File: config.mk
export PLATFORM = sky130hd
export DESIGN_NAME = hsc_hyp_ctrl
export DESIGN_NICKNAME = d
export VERILOG_FILES = /design/src/hw/hsc_pkg.sv /design/src/hw/hsc_gate_if.sv /design/src/hw/hsc_hyp_ctrl.sv /design/src/hw/hsc_access_gate.sv
export VERILOG_INCLUDE_DIRS = /design/src /design/src/hw
export SDC_FILE = /design/constraint.sdc
export NUM_CORES = 1
export LEC_CHECK = 0
export ABC_CLOCK_PERIOD_IN_PS = 2700
export BUFFER_PORTS_ARGS = -buffer_cell sky130_fd_sc_hd__buf_2
export CAP_MARGIN = 20
export CORE_MARGIN = 3
export CORE_UTILIZATION = 32
export DETAILED_ROUTE_END_ITERATION = 16
export PLACE_DENSITY_LB_ADDON = 0.1
export SETUP_SLACK_MARGIN = 0.3
export SYNTH_ARGS = -nofsm -noshare
export SYNTH_HDL_FRONTEND = slang
export SYNTH_SLANG_ARGS = --single-unit
File: constraint.sdc
create_clock -name clk_i -period 2.7 [get_ports clk_i]
set_clock_uncertainty 0.05 [all_clocks]
set_input_delay 0.27 -clock clk_i [delete_from_list [all_inputs] [get_ports clk_i]]
set_output_delay 0.27 -clock clk_i [all_outputs]
set_load 0.01 [all_outputs]
File: src/hw/hsc_cfg.svh
`ifndef HSC_CFG_SVH
`define HSC_CFG_SVH
// system coprocessor encodings of the two registers
`define HSC_OPC1_HYP 3'h4
`define HSC_CRN_C1 4'h1
`define HSC_CRM_C0 4'h0
`define HSC_OPC2_CTRL 3'h0
`define HSC_OPC2_AUX 3'h1
// field positions
`define HSC_BIT_COMPACT 30
`define HSC_BIT_ORDER 25
`define HSC_BIT_LLIRQ 21
`define HSC_BIT_WXN 19
`define HSC_BIT_ICACHE 12
`define HSC_BIT_DCACHE 2
`define HSC_BIT_ALIGN 1
`define HSC_BIT_MMU 0
// writable bits, hardwired ones, reset value of writable bits
`define HSC_WR_MASK 32'h4208_1007
`define HSC_RAO_MASK 32'h30c5_0878
`define HSC_RESET_VAL 32'h0000_0000
// value returned for the unimplemented auxiliary register
`define HSC_AUX_READ 32'h0000_0000
`endif

File: src/hw/hsc_pkg.sv
package hsc_pkg;
  typedef enum logic [4:0] {
    HSC_MODE_USR = 5'h10,
    HSC_MODE_FIQ = 5'h11,
    HSC_MODE_IRQ = 5'h12,
    HSC_MODE_SVC = 5'h13,
    HSC_MODE_MON = 5'h16,
    HSC_MODE_ABT = 5'h17,
    HSC_MODE_HYP = 5'h1a,
    HSC_MODE_UND = 5'h1b,
    HSC_MODE_SYS = 5'h1f
  } hsc_mode_t;
  typedef enum logic [1:0] {
    HSC_ST_IDLE = 2'b00,
    HSC_ST_DONE = 2'b01,
    HSC_ST_UNDEF = 2'b10
  } hsc_state_t;
endpackage

File: src/hw/hsc_gate_if.sv
`timescale 1ns/1ps
interface hsc_gate_if;
  logic [4:0] mode;
  logic world_sel;
  logic allowed;
  logic secure;
  modport gate (input mode, input world_sel, output allowed, output secure);
  modport user (output mode, output world_sel, input allowed, input secure);
endinterface

File: src/hw/hsc_hyp_ctrl.sv
`timescale 1ns/1ps
`include "hsc_cfg.svh"
// How it works
// access in hyp, or monitor with world bit
// bit 30 picks exception instruction set
// exception entry loads endian flag from bit 25
// bit 25 gives table walk byte order
// low latency irq bit reads zero
// bit 19 forces writable pages execute never
// bit 12 enables instruction caches
// bit 2 enables data caches
// bit 1 enables alignment fault checks
// bit 0 enables hypervisor stage 1 translation
// software uses opcode1 4, c1, c0, 0
// auxiliary register unimplemented, reads fixed, writes dropped
// monitor mode always secure, else world bit
// reserved bits hardwired, writes ignored
// refused access becomes undefined, no change
module hsc_hyp_ctrl
  import hsc_pkg::*;
(
  input wire logic clk_i,
  input wire logic resetn_i,
  input wire logic req_i,
  input wire logic write_i,
  input wire logic [2:0] opc1_i,
  input wire logic [3:0] crn_i,
  input wire logic [3:0] crm_i,
  input wire logic [2:0] opc2_i,
  input wire logic [31:0] wdata_i,
  input wire logic [4:0] mode_i,
  input wire logic world_sel_i,
  input wire logic exc_entry_i,
  input wire logic walk_write_perm_i,
  output logic ack_o,
  output logic undef_o,
  output logic [31:0] rdata_o,
  output logic secure_o,
  output logic exception_compact_isa_o,
  output logic vector_byte_order_o,
  output logic status_endian_flag_o,
  output logic walk_big_endian_o,
  output logic walk_execute_never_o,
  output logic icache_en_o,
  output logic dcache_en_o,
  output logic align_check_o,
  output logic stage1_mmu_en_o
);
  // ==========================================
  // privilege gate
  hsc_gate_if gif ();

  assign gif.mode = mode_i;
  assign gif.world_sel = world_sel_i;

  hsc_access_gate u_gate (
    .g(gif)
  );

  // ==========================================
  // decode functions
  // true when the encoding fields name the wanted hyp register
  function automatic logic enc_hit(
    input logic [2:0] opc1,
    input logic [3:0] crn,
    input logic [3:0] crm,
    input logic [2:0] opc2,
    input logic [2:0] want
  );
    enc_hit = (opc1 == `HSC_OPC1_HYP) &&
              (crn == `HSC_CRN_C1) &&
              (crm == `HSC_CRM_C0) &&
              (opc2 == want);
  endfunction

  // only writable bits are stored; hardwired ones are merged on read
  function automatic logic [31:0] view(input logic [31:0] stored);
    view = (stored & `HSC_WR_MASK) | `HSC_RAO_MASK; // see R14
  endfunction

  // reserved bits are dropped on the way in, so they can never latch
  function automatic logic [31:0] keep_writable(input logic [31:0] data);
    keep_writable = data & `HSC_WR_MASK;
  endfunction

  // ==========================================
  // declarations
  hsc_state_t state_r;
  hsc_state_t state_nxt;
  logic [31:0] ctrl_r;
  logic [31:0] ctrl_nxt;
  logic [31:0] rdata_r;
  logic [31:0] rdata_nxt;
  logic endian_r;
  logic endian_nxt;
  logic hit_ctrl;
  logic hit_aux;
  logic take;
  logic refuse;
  logic wr_ctrl;
  logic rd_ctrl;
  logic wr_aux;
  logic rd_aux;

  // ==========================================
  // request decode
  // wrong mode and unknown encoding are refused alike
  always_comb begin
    hit_ctrl = enc_hit(opc1_i, crn_i, crm_i, opc2_i, `HSC_OPC2_CTRL);
    hit_aux = enc_hit(opc1_i, crn_i, crm_i, opc2_i, `HSC_OPC2_AUX);
    take = req_i && (state_r == HSC_ST_IDLE);
    refuse = take && !((hit_ctrl || hit_aux) && gif.allowed); // see R1
    wr_ctrl = take && !refuse && hit_ctrl && write_i;
    rd_ctrl = take && !refuse && hit_ctrl && !write_i;
    // aux writes are answered but change nothing
    wr_aux = take && !refuse && hit_aux && write_i;
    rd_aux = take && !refuse && hit_aux && !write_i;
  end

  // ==========================================
  // access state
  // a request seen while answering is dropped, so software spaces them
  always_comb begin
    state_nxt = HSC_ST_IDLE;
    case (state_r)
      HSC_ST_IDLE: begin
        if (refuse) begin
          state_nxt = HSC_ST_UNDEF;
        end else if (wr_ctrl || rd_ctrl || wr_aux || rd_aux) begin
          state_nxt = HSC_ST_DONE;
        end else begin
          state_nxt = HSC_ST_IDLE;
        end
      end
      HSC_ST_DONE: begin
        state_nxt = HSC_ST_IDLE;
      end
      HSC_ST_UNDEF: begin
        state_nxt = HSC_ST_IDLE;
      end
      default: begin
        state_nxt = HSC_ST_IDLE;
      end
    endcase
  end

  always_ff @(posedge clk_i) begin
    if (!resetn_i) begin
      state_r <= HSC_ST_IDLE;
    end else begin
      state_r <= state_nxt;
    end
  end

  // ==========================================
  // control register
  always_comb begin
    ctrl_nxt = ctrl_r;
    if (wr_ctrl) begin
      ctrl_nxt = keep_writable(wdata_i);
    end
  end

  always_ff @(posedge clk_i) begin
    if (!resetn_i) begin
      ctrl_r <= `HSC_RESET_VAL;
    end else begin
      ctrl_r <= ctrl_nxt;
    end
  end

  // ==========================================
  // read data
  // holds the last read word until the next successful read
  always_comb begin
    rdata_nxt = rdata_r;
    if (rd_ctrl) begin
      rdata_nxt = view(ctrl_r);
    end else if (rd_aux) begin
      rdata_nxt = `HSC_AUX_READ;
    end
  end

  always_ff @(posedge clk_i) begin
    if (!resetn_i) begin
      rdata_r <= 32'h0000_0000;
    end else begin
      rdata_r <= rdata_nxt;
    end
  end

  // ==========================================
  // exception endian flag
  // an exception meeting a write in one cycle takes the old bit
  always_comb begin
    endian_nxt = endian_r;
    if (exc_entry_i) begin
      endian_nxt = ctrl_r[`HSC_BIT_ORDER];
    end
  end

  always_ff @(posedge clk_i) begin
    if (!resetn_i) begin
      endian_r <= 1'h0;
    end else begin
      endian_r <= endian_nxt;
    end
  end

  // ==========================================
  // handshake outputs
  always_comb begin
    ack_o = (state_r == HSC_ST_DONE);
    undef_o = (state_r == HSC_ST_UNDEF);
  end

  // ==========================================
  // control outputs
  always_comb begin
    rdata_o = rdata_r;
    secure_o = gif.secure;
    exception_compact_isa_o = ctrl_r[`HSC_BIT_COMPACT];
    vector_byte_order_o = ctrl_r[`HSC_BIT_ORDER];
    status_endian_flag_o = endian_r;
    walk_big_endian_o = ctrl_r[`HSC_BIT_ORDER];
    walk_execute_never_o = ctrl_r[`HSC_BIT_WXN] && walk_write_perm_i;
    icache_en_o = ctrl_r[`HSC_BIT_ICACHE];
    dcache_en_o = ctrl_r[`HSC_BIT_DCACHE];
    align_check_o = ctrl_r[`HSC_BIT_ALIGN];
    stage1_mmu_en_o = ctrl_r[`HSC_BIT_MMU];
  end
endmodule // hsc_hyp_ctrl

File: src/hw/hsc_access_gate.sv
`timescale 1ns/1ps
module hsc_access_gate
  import hsc_pkg::*;
(
  hsc_gate_if.gate g
);
  // ==========================================
  // privilege and security decode
  always_comb begin
    g.allowed = (g.mode == HSC_MODE_HYP) || ((g.mode == HSC_MODE_MON) && g.world_sel);
    g.secure = (g.mode == HSC_MODE_MON) || !g.world_sel;
  end
endmodule // hsc_access_gate

==> run summary, run 1 <==
CP required - 2880 ps
Worst-Margin Slew - 503 ps
ANT cells - 0
crit path kind - flop to flop
Final Cycle Share - 62.6%
Die H - 66.2 um
Seq/Total Area, Yosys - 31.1%
antenna-violating nets left - 0
CP endpoint kind - flop
Layout area overhead - 20.1%
RSZ-0062 raised after global routing - no
port bufs - 62
filler instances - 375
Initial Util - 34.0%
CTS hold repair buffers - 0
drt first pass iters - 4
post-synth cell types - 29
Max Freq - 592 MHz
Die Wd - 66.2 um
crit path DAT - 1860 ps
post-synthesis sequential element count - 18
I/O Pins - 102
routed wire length per instance - 12.6 um
VDD IR max - 122 uV
post-CTS sizing - 0
initial antenna violation count - 0
dpl ws - 714 ps
Clock transition at path regs - 110 ps
CP top delay family - simple AND/OR/NAND/NOR gates
worst hold path class - primary input to flop
Vias per Instance - 4.68
Core Region - 3420 um2
H-tree level count - 1
CTS max path bufs - 2
Final Hold Fails - 0
vias - 1044
proportion of layout cells with a drive suffix above 1 - 40.7%
Largest stage delay, worst path - 490 ps
Fin Setup TNS - 0 ps
post-synth design cell area - 1160 um2
total congestion overflow - 0
CP startpoint kind - flop
Final Max Slew Viols - 0
vias in the first global route - 933
Lkg Pwr - 0.657 nW
clock sinks - 18
syn avg cell area - 8.92 um2
critical path fanouts, max - 24
Num CTS Buffers - 3
Clock Latency Late Sink - 290 ps
die area - 4380 um2
setup violators final - 0
first-pass GRT wire length - 4340 um
post-route setup slack - 1010 ps
Routed Wire Length - 2810 um
Pwr Density - 360 nW/um2
min Tclk post-route - 1690 ps
crit-path cells - nor3b_2 -> o211ai_1 -> buf_4 -> or4_1 -> a21oi_1
Net count, final - 236
GPL Wtd Cong - 0.703
largest net degree at the start of global routing - 25
crit path buf inv count - 1
Crit-path slowest cell - or4_1
total power draw - 0.501 mW
Post-CTS Setup Bufs - 0
Synth Flop Type - dfxtp_1
HPWL reported at the end of detailed placement - 2090 um
Total GRT Usage - 12.5%
Post-synth EDFFs - 0
DR DRC count - 0
Ys Warns - 0
clock root buffer - clkbuf_4
hold slack - 165 ps
worst relative slew slack - 66.3%
Multi-input gate area - 617 um2
MaxCap Viol Count - 0
Initial DRC Count - 61
Core Rows - 21
status - finished clean
Synth async-reset ratio - 0%
Cells after Synth - 130
Sequential Area - 360 um2
TritonCTS clock tree - yes
==> flip-flops by register name (all words and copies together) (netlist names) <==
name                  flops
status_endian_flag_o      1
rdata_o                   8
ctrl_r                    7
state_r                   2
==> per-layer routing <==
layer	track usage [%]	vias up	part of all wire, %
li1	-	544	-
met5	0	-	0
met2	20.2	32	50
met3	1.87	0	5.0
met1	16.4	468	45
met4	5.08	0	0
==> cells by family (layout without fill, tap and decap cells) <==
family	Yosys count	in the layout	share of synthesized area [%]
other cells	1	14	0.323
flops	18	18	31.1
compound gates	35	35	19.4
buf+inv	34	68	20.0
simple gates	41	41	28.4
mux	1	1	0.863
==> cells in the final DEF (no fill, tap or decap) <==
cell	instances
a21oi_1	15
and2_1	1
and3b_1	1
and4b_1	1
buf_2	62
buf_4	1
clkbuf_4	3
clkbuf_8	1
clkinv_1	1
conb_1	14
dfxtp_1	18
mux2i_1	1
nand2b_1	9
nand3b_1	1
nand4_1	7
nand4b_4	1
nor2_1	1
nor2b_1	5
nor3_1	2
nor3b_2	1
nor4_4	1
nor4b_4	1
o211a_1	2
o211ai_1	1
o21ai_0	1
o21ai_1	1
o31ai_1	15
or4_1	8
or4b_2	1
==> power by group <==
| part | switching, mW | internal [mW] |
|---|---|---|
| registers | 0.000656 | 0.266 |
| clock network | 0.0868 | 0.0822 |
| logic | 0.0378 | 0.0275 |
| total | 0.125 | 0.376 |
==> metrics by stage <==
stage          area [um2]  cells  utilization, %
2_1_floorplan        1210    143               -
3_3_place_gp         1360    219            39.7
3_5_place_dp         1360    219            39.7
4_1_cts              1390    223            40.8
5_1_grt              1390    223            40.8
6_report             1390    223            40.8
==> cell usage after synthesis (2+ instances only) <==
master	n	area share, %
buf_4	25	16
buf_2	2	0.86
nor3_1	2	0.86
dfxtp_1	18	31
clkbuf_1	5	1.6
o211a_1	2	1.7
o31ai_1	15	9.7
nor2b_1	5	2.7
a21oi_1	15	6.5
nand2b_1	9	4.9
or4_1	8	5.2
nand4_1	7	3.8
==> worst min-delay path, delay by kind of cell <==
kind,cells,cell delay [ps]
buffers and inverters,1,100
AO/OA/AOI/OAI,1,60
AND/OR/NAND/NOR,1,50
==> cell type report <==
class                      count  share of cell area, %
timing repair buffer          63                   22.8
tap                           46                   4.13
multi-input combinational     91                   44.3
inverter                       1                  0.270
clock buffer                   4                   2.61
sequential                    18                   25.9
==> worst paths after layout <==
path	slack, ps	to	cells after the start	start
setup reg to reg	1010	rdata_o[2]	5	state_r[1]
hold reg to reg	420	rdata_o[30]	2	rdata_o[30]
hold / removal	160	ctrl_r[1]	3	wdata_i[1]
setup / recovery	1010	rdata_o[2]	5	state_r[1]
(Power assumes the default switching activity.)
==> run 2: changes to the inputs <==
--- a/config.mk
+++ b/config.mk
@@ -6,7 +6,7 @@
 export SDC_FILE = /design/constraint.sdc
 export NUM_CORES = 1
 export LEC_CHECK = 0
-export ABC_CLOCK_PERIOD_IN_PS = 2700
+export ABC_CLOCK_PERIOD_IN_PS = 1650
 export BUFFER_PORTS_ARGS = -buffer_cell sky130_fd_sc_hd__buf_2
 export CAP_MARGIN = 20
 export CORE_MARGIN = 3
==> constraint.sdc (replaced) <==
create_clock -name clk_i -period 1.65 [get_ports clk_i]
set_clock_uncertainty 0.05 [all_clocks]
set_input_delay 0.165 -clock clk_i [delete_from_list [all_inputs] [get_ports clk_i]]
set_output_delay 0.165 -clock clk_i [all_outputs]
set_load 0.01 [all_outputs]
==> run 2 against run 1 <==
  * Final area increased by 11%
  * Critical path depth stayed put
  * Clock power increased by 26%
  * Critical path type unchanged
  * Critical endpoint is now rdata_o[19]
  * Largest cell class unchanged
==> run summary, run 2 (synthesis results as in run 1) <==
VDD IR max - 281 uV
Core Region - 3420 um2
vias in the first global route - 1038
Final Max Slew Viols - 0
crit path DAT - 1730 ps
total congestion overflow - 0
Lkg Pwr - 0.701 nW
routed wire length per instance - 12.5 um
crit path kind - flop to flop
Crit-path slowest cell - or4_4
Num CTS Buffers - 3
crit-path cells - nor3b_2 -> o211ai_1 -> buf_4 -> or4_4 -> a21oi_1
TritonCTS clock tree - yes
Final Hold Fails - 0
Pwr Density - 499 nW/um2
CP required - 1810 ps
clock root buffer - clkbuf_4
die area - 4380 um2
Vias per Instance - 4.88
DR DRC count - 0
HPWL reported at the end of detailed placement - 2170 um
ANT cells - 0
Clock transition at path regs - 100 ps
CTS max path bufs - 2
min Tclk post-route - 1570 ps
Die Wd - 66.2 um
GPL Wtd Cong - 0.760
hold slack - 67.8 ps
vias - 1132
CP endpoint kind - flop
Total GRT Usage - 13.5%
clock sinks - 18
Largest register FFs - 8
Max Freq - 637 MHz
Worst-Margin Slew - 536 ps
worst hold path class - primary input to flop
largest net degree at the start of global routing - 19
Initial DRC Count - 50
RSZ-0062 raised after global routing - yes
first-pass GRT wire length - 4600 um
Final Cycle Share - 95.2%
H-tree level count - 1
Routed Wire Length - 2910 um
proportion of layout cells with a drive suffix above 1 - 55.4%
worst relative slew slack - 64.1%
Clock Latency Late Sink - 290 ps
Placed Cells - 225
Cell Count, Final, Fillers Out - 232
setup violators final - 0
Net count, final - 246
Util after Layout - 45.2%
drt first pass iters - 4
status - finished clean
initial antenna violation count - 0
Core Rows - 21
Layout area overhead - 33.2%
critical path fanouts, max - 6
most common cell after layout, fill and taps aside - buf_2
antenna-violating nets left - 0
Die H - 66.2 um
Initial Util - 34.0%
MaxCap Viol Count - 0
port bufs - 62
Fin Setup TNS - 0 ps
most frequent cells in the layout - buf_2, dfxtp_1, conb_1
Largest stage delay, worst path - 400 ps
CP startpoint kind - flop
I/O Pins - 102
[run 2: cell types whose count changed in the layout (fill, tap and decap cells not counted), moves of 2 or more]
cell     change
o31ai_1     -10
o31ai_2     +10
buf_4        +9
or4_1        -5
or4_4        +5
a21oi_1      -3
a21oi_2      +3
dfxtp_1      -2
dfxtp_2      +2
[run 2: path summary, 6_finish.rpt]
kind	startpoint	to	slack [ps]	cells after the start
setup / recovery	state_r[0]	rdata_o[19]	80	5
hold / removal	wdata_i[19]	ctrl_r[19]	70	3
setup reg to reg	state_r[0]	rdata_o[19]	80	5
hold reg to reg	rdata_o[30]	rdata_o[30]	430	2
[run 2: power breakdown]
part / switching [mW] / total, mW / internal (mW)
clock: 0.128 / 0.213 / 0.0849
combinational: 0.0684 / 0.121 / 0.0521
sequential: 0.00110 / 0.437 / 0.436
total: 0.198 / 0.770 / 0.573
[run 2: worst max-delay path, delay by kind of cell (launching register included)]
family	cells	cell delay (ps)
DFF	1	340
buffers and inverters	1	190
and+or+nand+nor	2	610
AOI/OAI and AO/OA	2	300
[run 2: what timing repair did]
action                                  CTS  global route
cloned                                    1             0
hold buffers                              0             0
buffers inserted                          3             0
endpoints found under the setup margin   15            16
resized for setup                        14             9
pin swaps                                17             5
[run 2: final cells by class]
type	instances	area [um2]
clock buffer	3	22.5
fill	378	1870
inverter	1	3.75
multi-input combinational	91	702
sequential	18	363
tap	46	57.6
timing repair buffer	73	397
[run 2: per-layer routing]
metal	global-route usage [%]	share of wire, %	vias to the layer above
met5	0	0	-
met4	3.05	1.0	0
met3	3.57	6.4	5
met2	23.4	50	41
met1	16.4	42	529
li1	-	-	557
[run 2: through the flow]
step | worst slack [ps] | power, mW | area, um2
2_1_floorplan | 90.6 | 0.523 | 1230
3_3_place_gp | -15.7 | 0.556 | 1410
3_5_place_dp | -18.9 | 0.558 | 1410
4_1_cts | 78.1 | 0.778 | 1510
5_1_grt | -9.89 | 0.816 | 1550
6_report | 79.8 | 0.770 | 1550
==> run 3: changes to the inputs <==
--- a/config.mk
+++ b/config.mk
@@ -10,7 +10,7 @@
 export BUFFER_PORTS_ARGS = -buffer_cell sky130_fd_sc_hd__buf_2
 export CAP_MARGIN = 20
 export CORE_MARGIN = 3
-export CORE_UTILIZATION = 32
+export CORE_UTILIZATION = 37
 export DETAILED_ROUTE_END_ITERATION = 16
 export PLACE_DENSITY_LB_ADDON = 0.1
 export SETUP_SLACK_MARGIN = 0.3
==> run 3 against run 2 <==
  * Clock power is essentially flat
  * Critical endpoint is now rdata_o[30]
  * Via count shrank 2.9%
  * Clock-buffer cell count is the same
  * Fmax is 2.8% lower
  * Critical path type unchanged
==> run summary, run 3 (synthesis results as in run 1) <==
Die H - 62.0 um
clock root buffer - clkbuf_4
Final Hold Fails - 0
worst relative slew slack - 59.7%
Core Region - 2880 um2
VDD IR max - 198 uV
Final Cycle Share - 97.9%
ANT cells - 0
crit path kind - flop to flop
HPWL reported at the end of detailed placement - 2140 um
initial antenna violation count - 0
Core Rows - 19
Final Max Slew Viols - 0
DR DRC count - 0
total congestion overflow - 0
Initial DRC Count - 28
post-route setup slack - 33.9 ps
drt first pass iters - 4
vias - 1099
routed wire length per instance - 12.4 um
Largest register FFs - 8
critical path fanouts, max - 6
clock sinks - 18
GPL Wtd Cong - 0.680
MaxCap Viol Count - 0
Max Freq - 619 MHz
CP startpoint kind - flop
CP required - 1760 ps
Total GRT Usage - 14.8%
proportion of layout cells with a drive suffix above 1 - 57.4%
Clock Latency Late Sink - 280 ps
antenna-violating nets left - 0
most common cell after layout, fill and taps aside - buf_2
first-pass GRT wire length - 4280 um
Net count, final - 248
filler instances - 279
I/O Pins - 102
total power draw - 0.771 mW
status - finished clean
Num CTS Buffers - 3
most frequent cells in the layout - buf_2, dfxtp_1, conb_1
setup violators final - 0
Die Wd - 62.0 um
crit path DAT - 1730 ps
Worst-Margin Slew - 600 ps
port bufs - 62
largest net degree at the start of global routing - 19
Vias per Instance - 4.78
CP endpoint kind - flop
CTS max path bufs - 2
Clock transition at path regs - 100 ps
Pwr Density - 484 nW/um2
Lkg Pwr - 0.715 nW
Routed Wire Length - 2850 um
die area - 3840 um2
CTS hold repair buffers - 0
vias in the first global route - 991
H-tree level count - 1
RSZ-0062 raised after global routing - yes
TritonCTS clock tree - yes
dpl ws - -43.9 ps
Initial Util - 40.3%
min Tclk post-route - 1620 ps
worst hold path class - primary input to flop
Layout area overhead - 37.3%
run 3: worst max-delay path: stages, from the launching register on:
cell      delay, ps
dfxtp_2         350
nor3b_4         200
o211ai_1        160
buf_4           200
buf_4           150
o31ai_1         290
a21oi_2          90
run 3: timing repair:
action / CTS / global route
resized for setup: 5 / 25
pin swaps: 15 / 8
cloned: 1 / 0
setup buffers: 3 / 0
endpoints found under the setup margin: 15 / 16
run 3: worst paths after layout:
| path | start | endpoint | slack (ps) | depth (start not counted) |
|---|---|---|---|---|
| setup / recovery | state_r[1] | rdata_o[30] | 30 | 6 |
| hold / removal | resetn_i | state_r[1] | 80 | 2 |
| setup reg to reg | state_r[1] | rdata_o[30] | 30 | 6 |
| hold reg to reg | rdata_o[12] | rdata_o[12] | 420 | 2 |
run 3: final cells by class:
class,instances,area [um2],area share (%)
timing repair buffer,75,415,26.1
tap,42,52.6,3.30
clock buffer,3,22.5,1.41
sequential,18,363,22.8
multi-input combinational,91,736,46.2
inverter,1,3.75,0.236
run 3: where the power goes:
group          total (mW)  switching, mW  internal, mW
clock network       0.212          0.128        0.0846
registers           0.437        0.00145         0.436
logic               0.122         0.0699        0.0517
run 3: layer usage:
layer,vias up,wire (um),global-route usage (%)
met1,490,1160,17.8
met5,-,0,0
met3,2,146,1.24
li1,565,-,-
met4,0,30,7.27
met2,42,1510,26.3
run 3: per-stage QoR:
step / hold WS (ps) / util [%] / std cells / cell area (um2) / TNS (ps)
floorplan: 263 / - / 143 / 1230 / 0
global placement: 367 / 49.3 / 223 / 1420 / -3.57
detailed placement: 373 / 49.3 / 223 / 1420 / -137
CTS: 62.2 / 51.5 / 230 / 1480 / 0
global route: 60.3 / 55.4 / 230 / 1590 / -29.3
finish: 75.0 / 55.4 / 230 / 1590 / 0
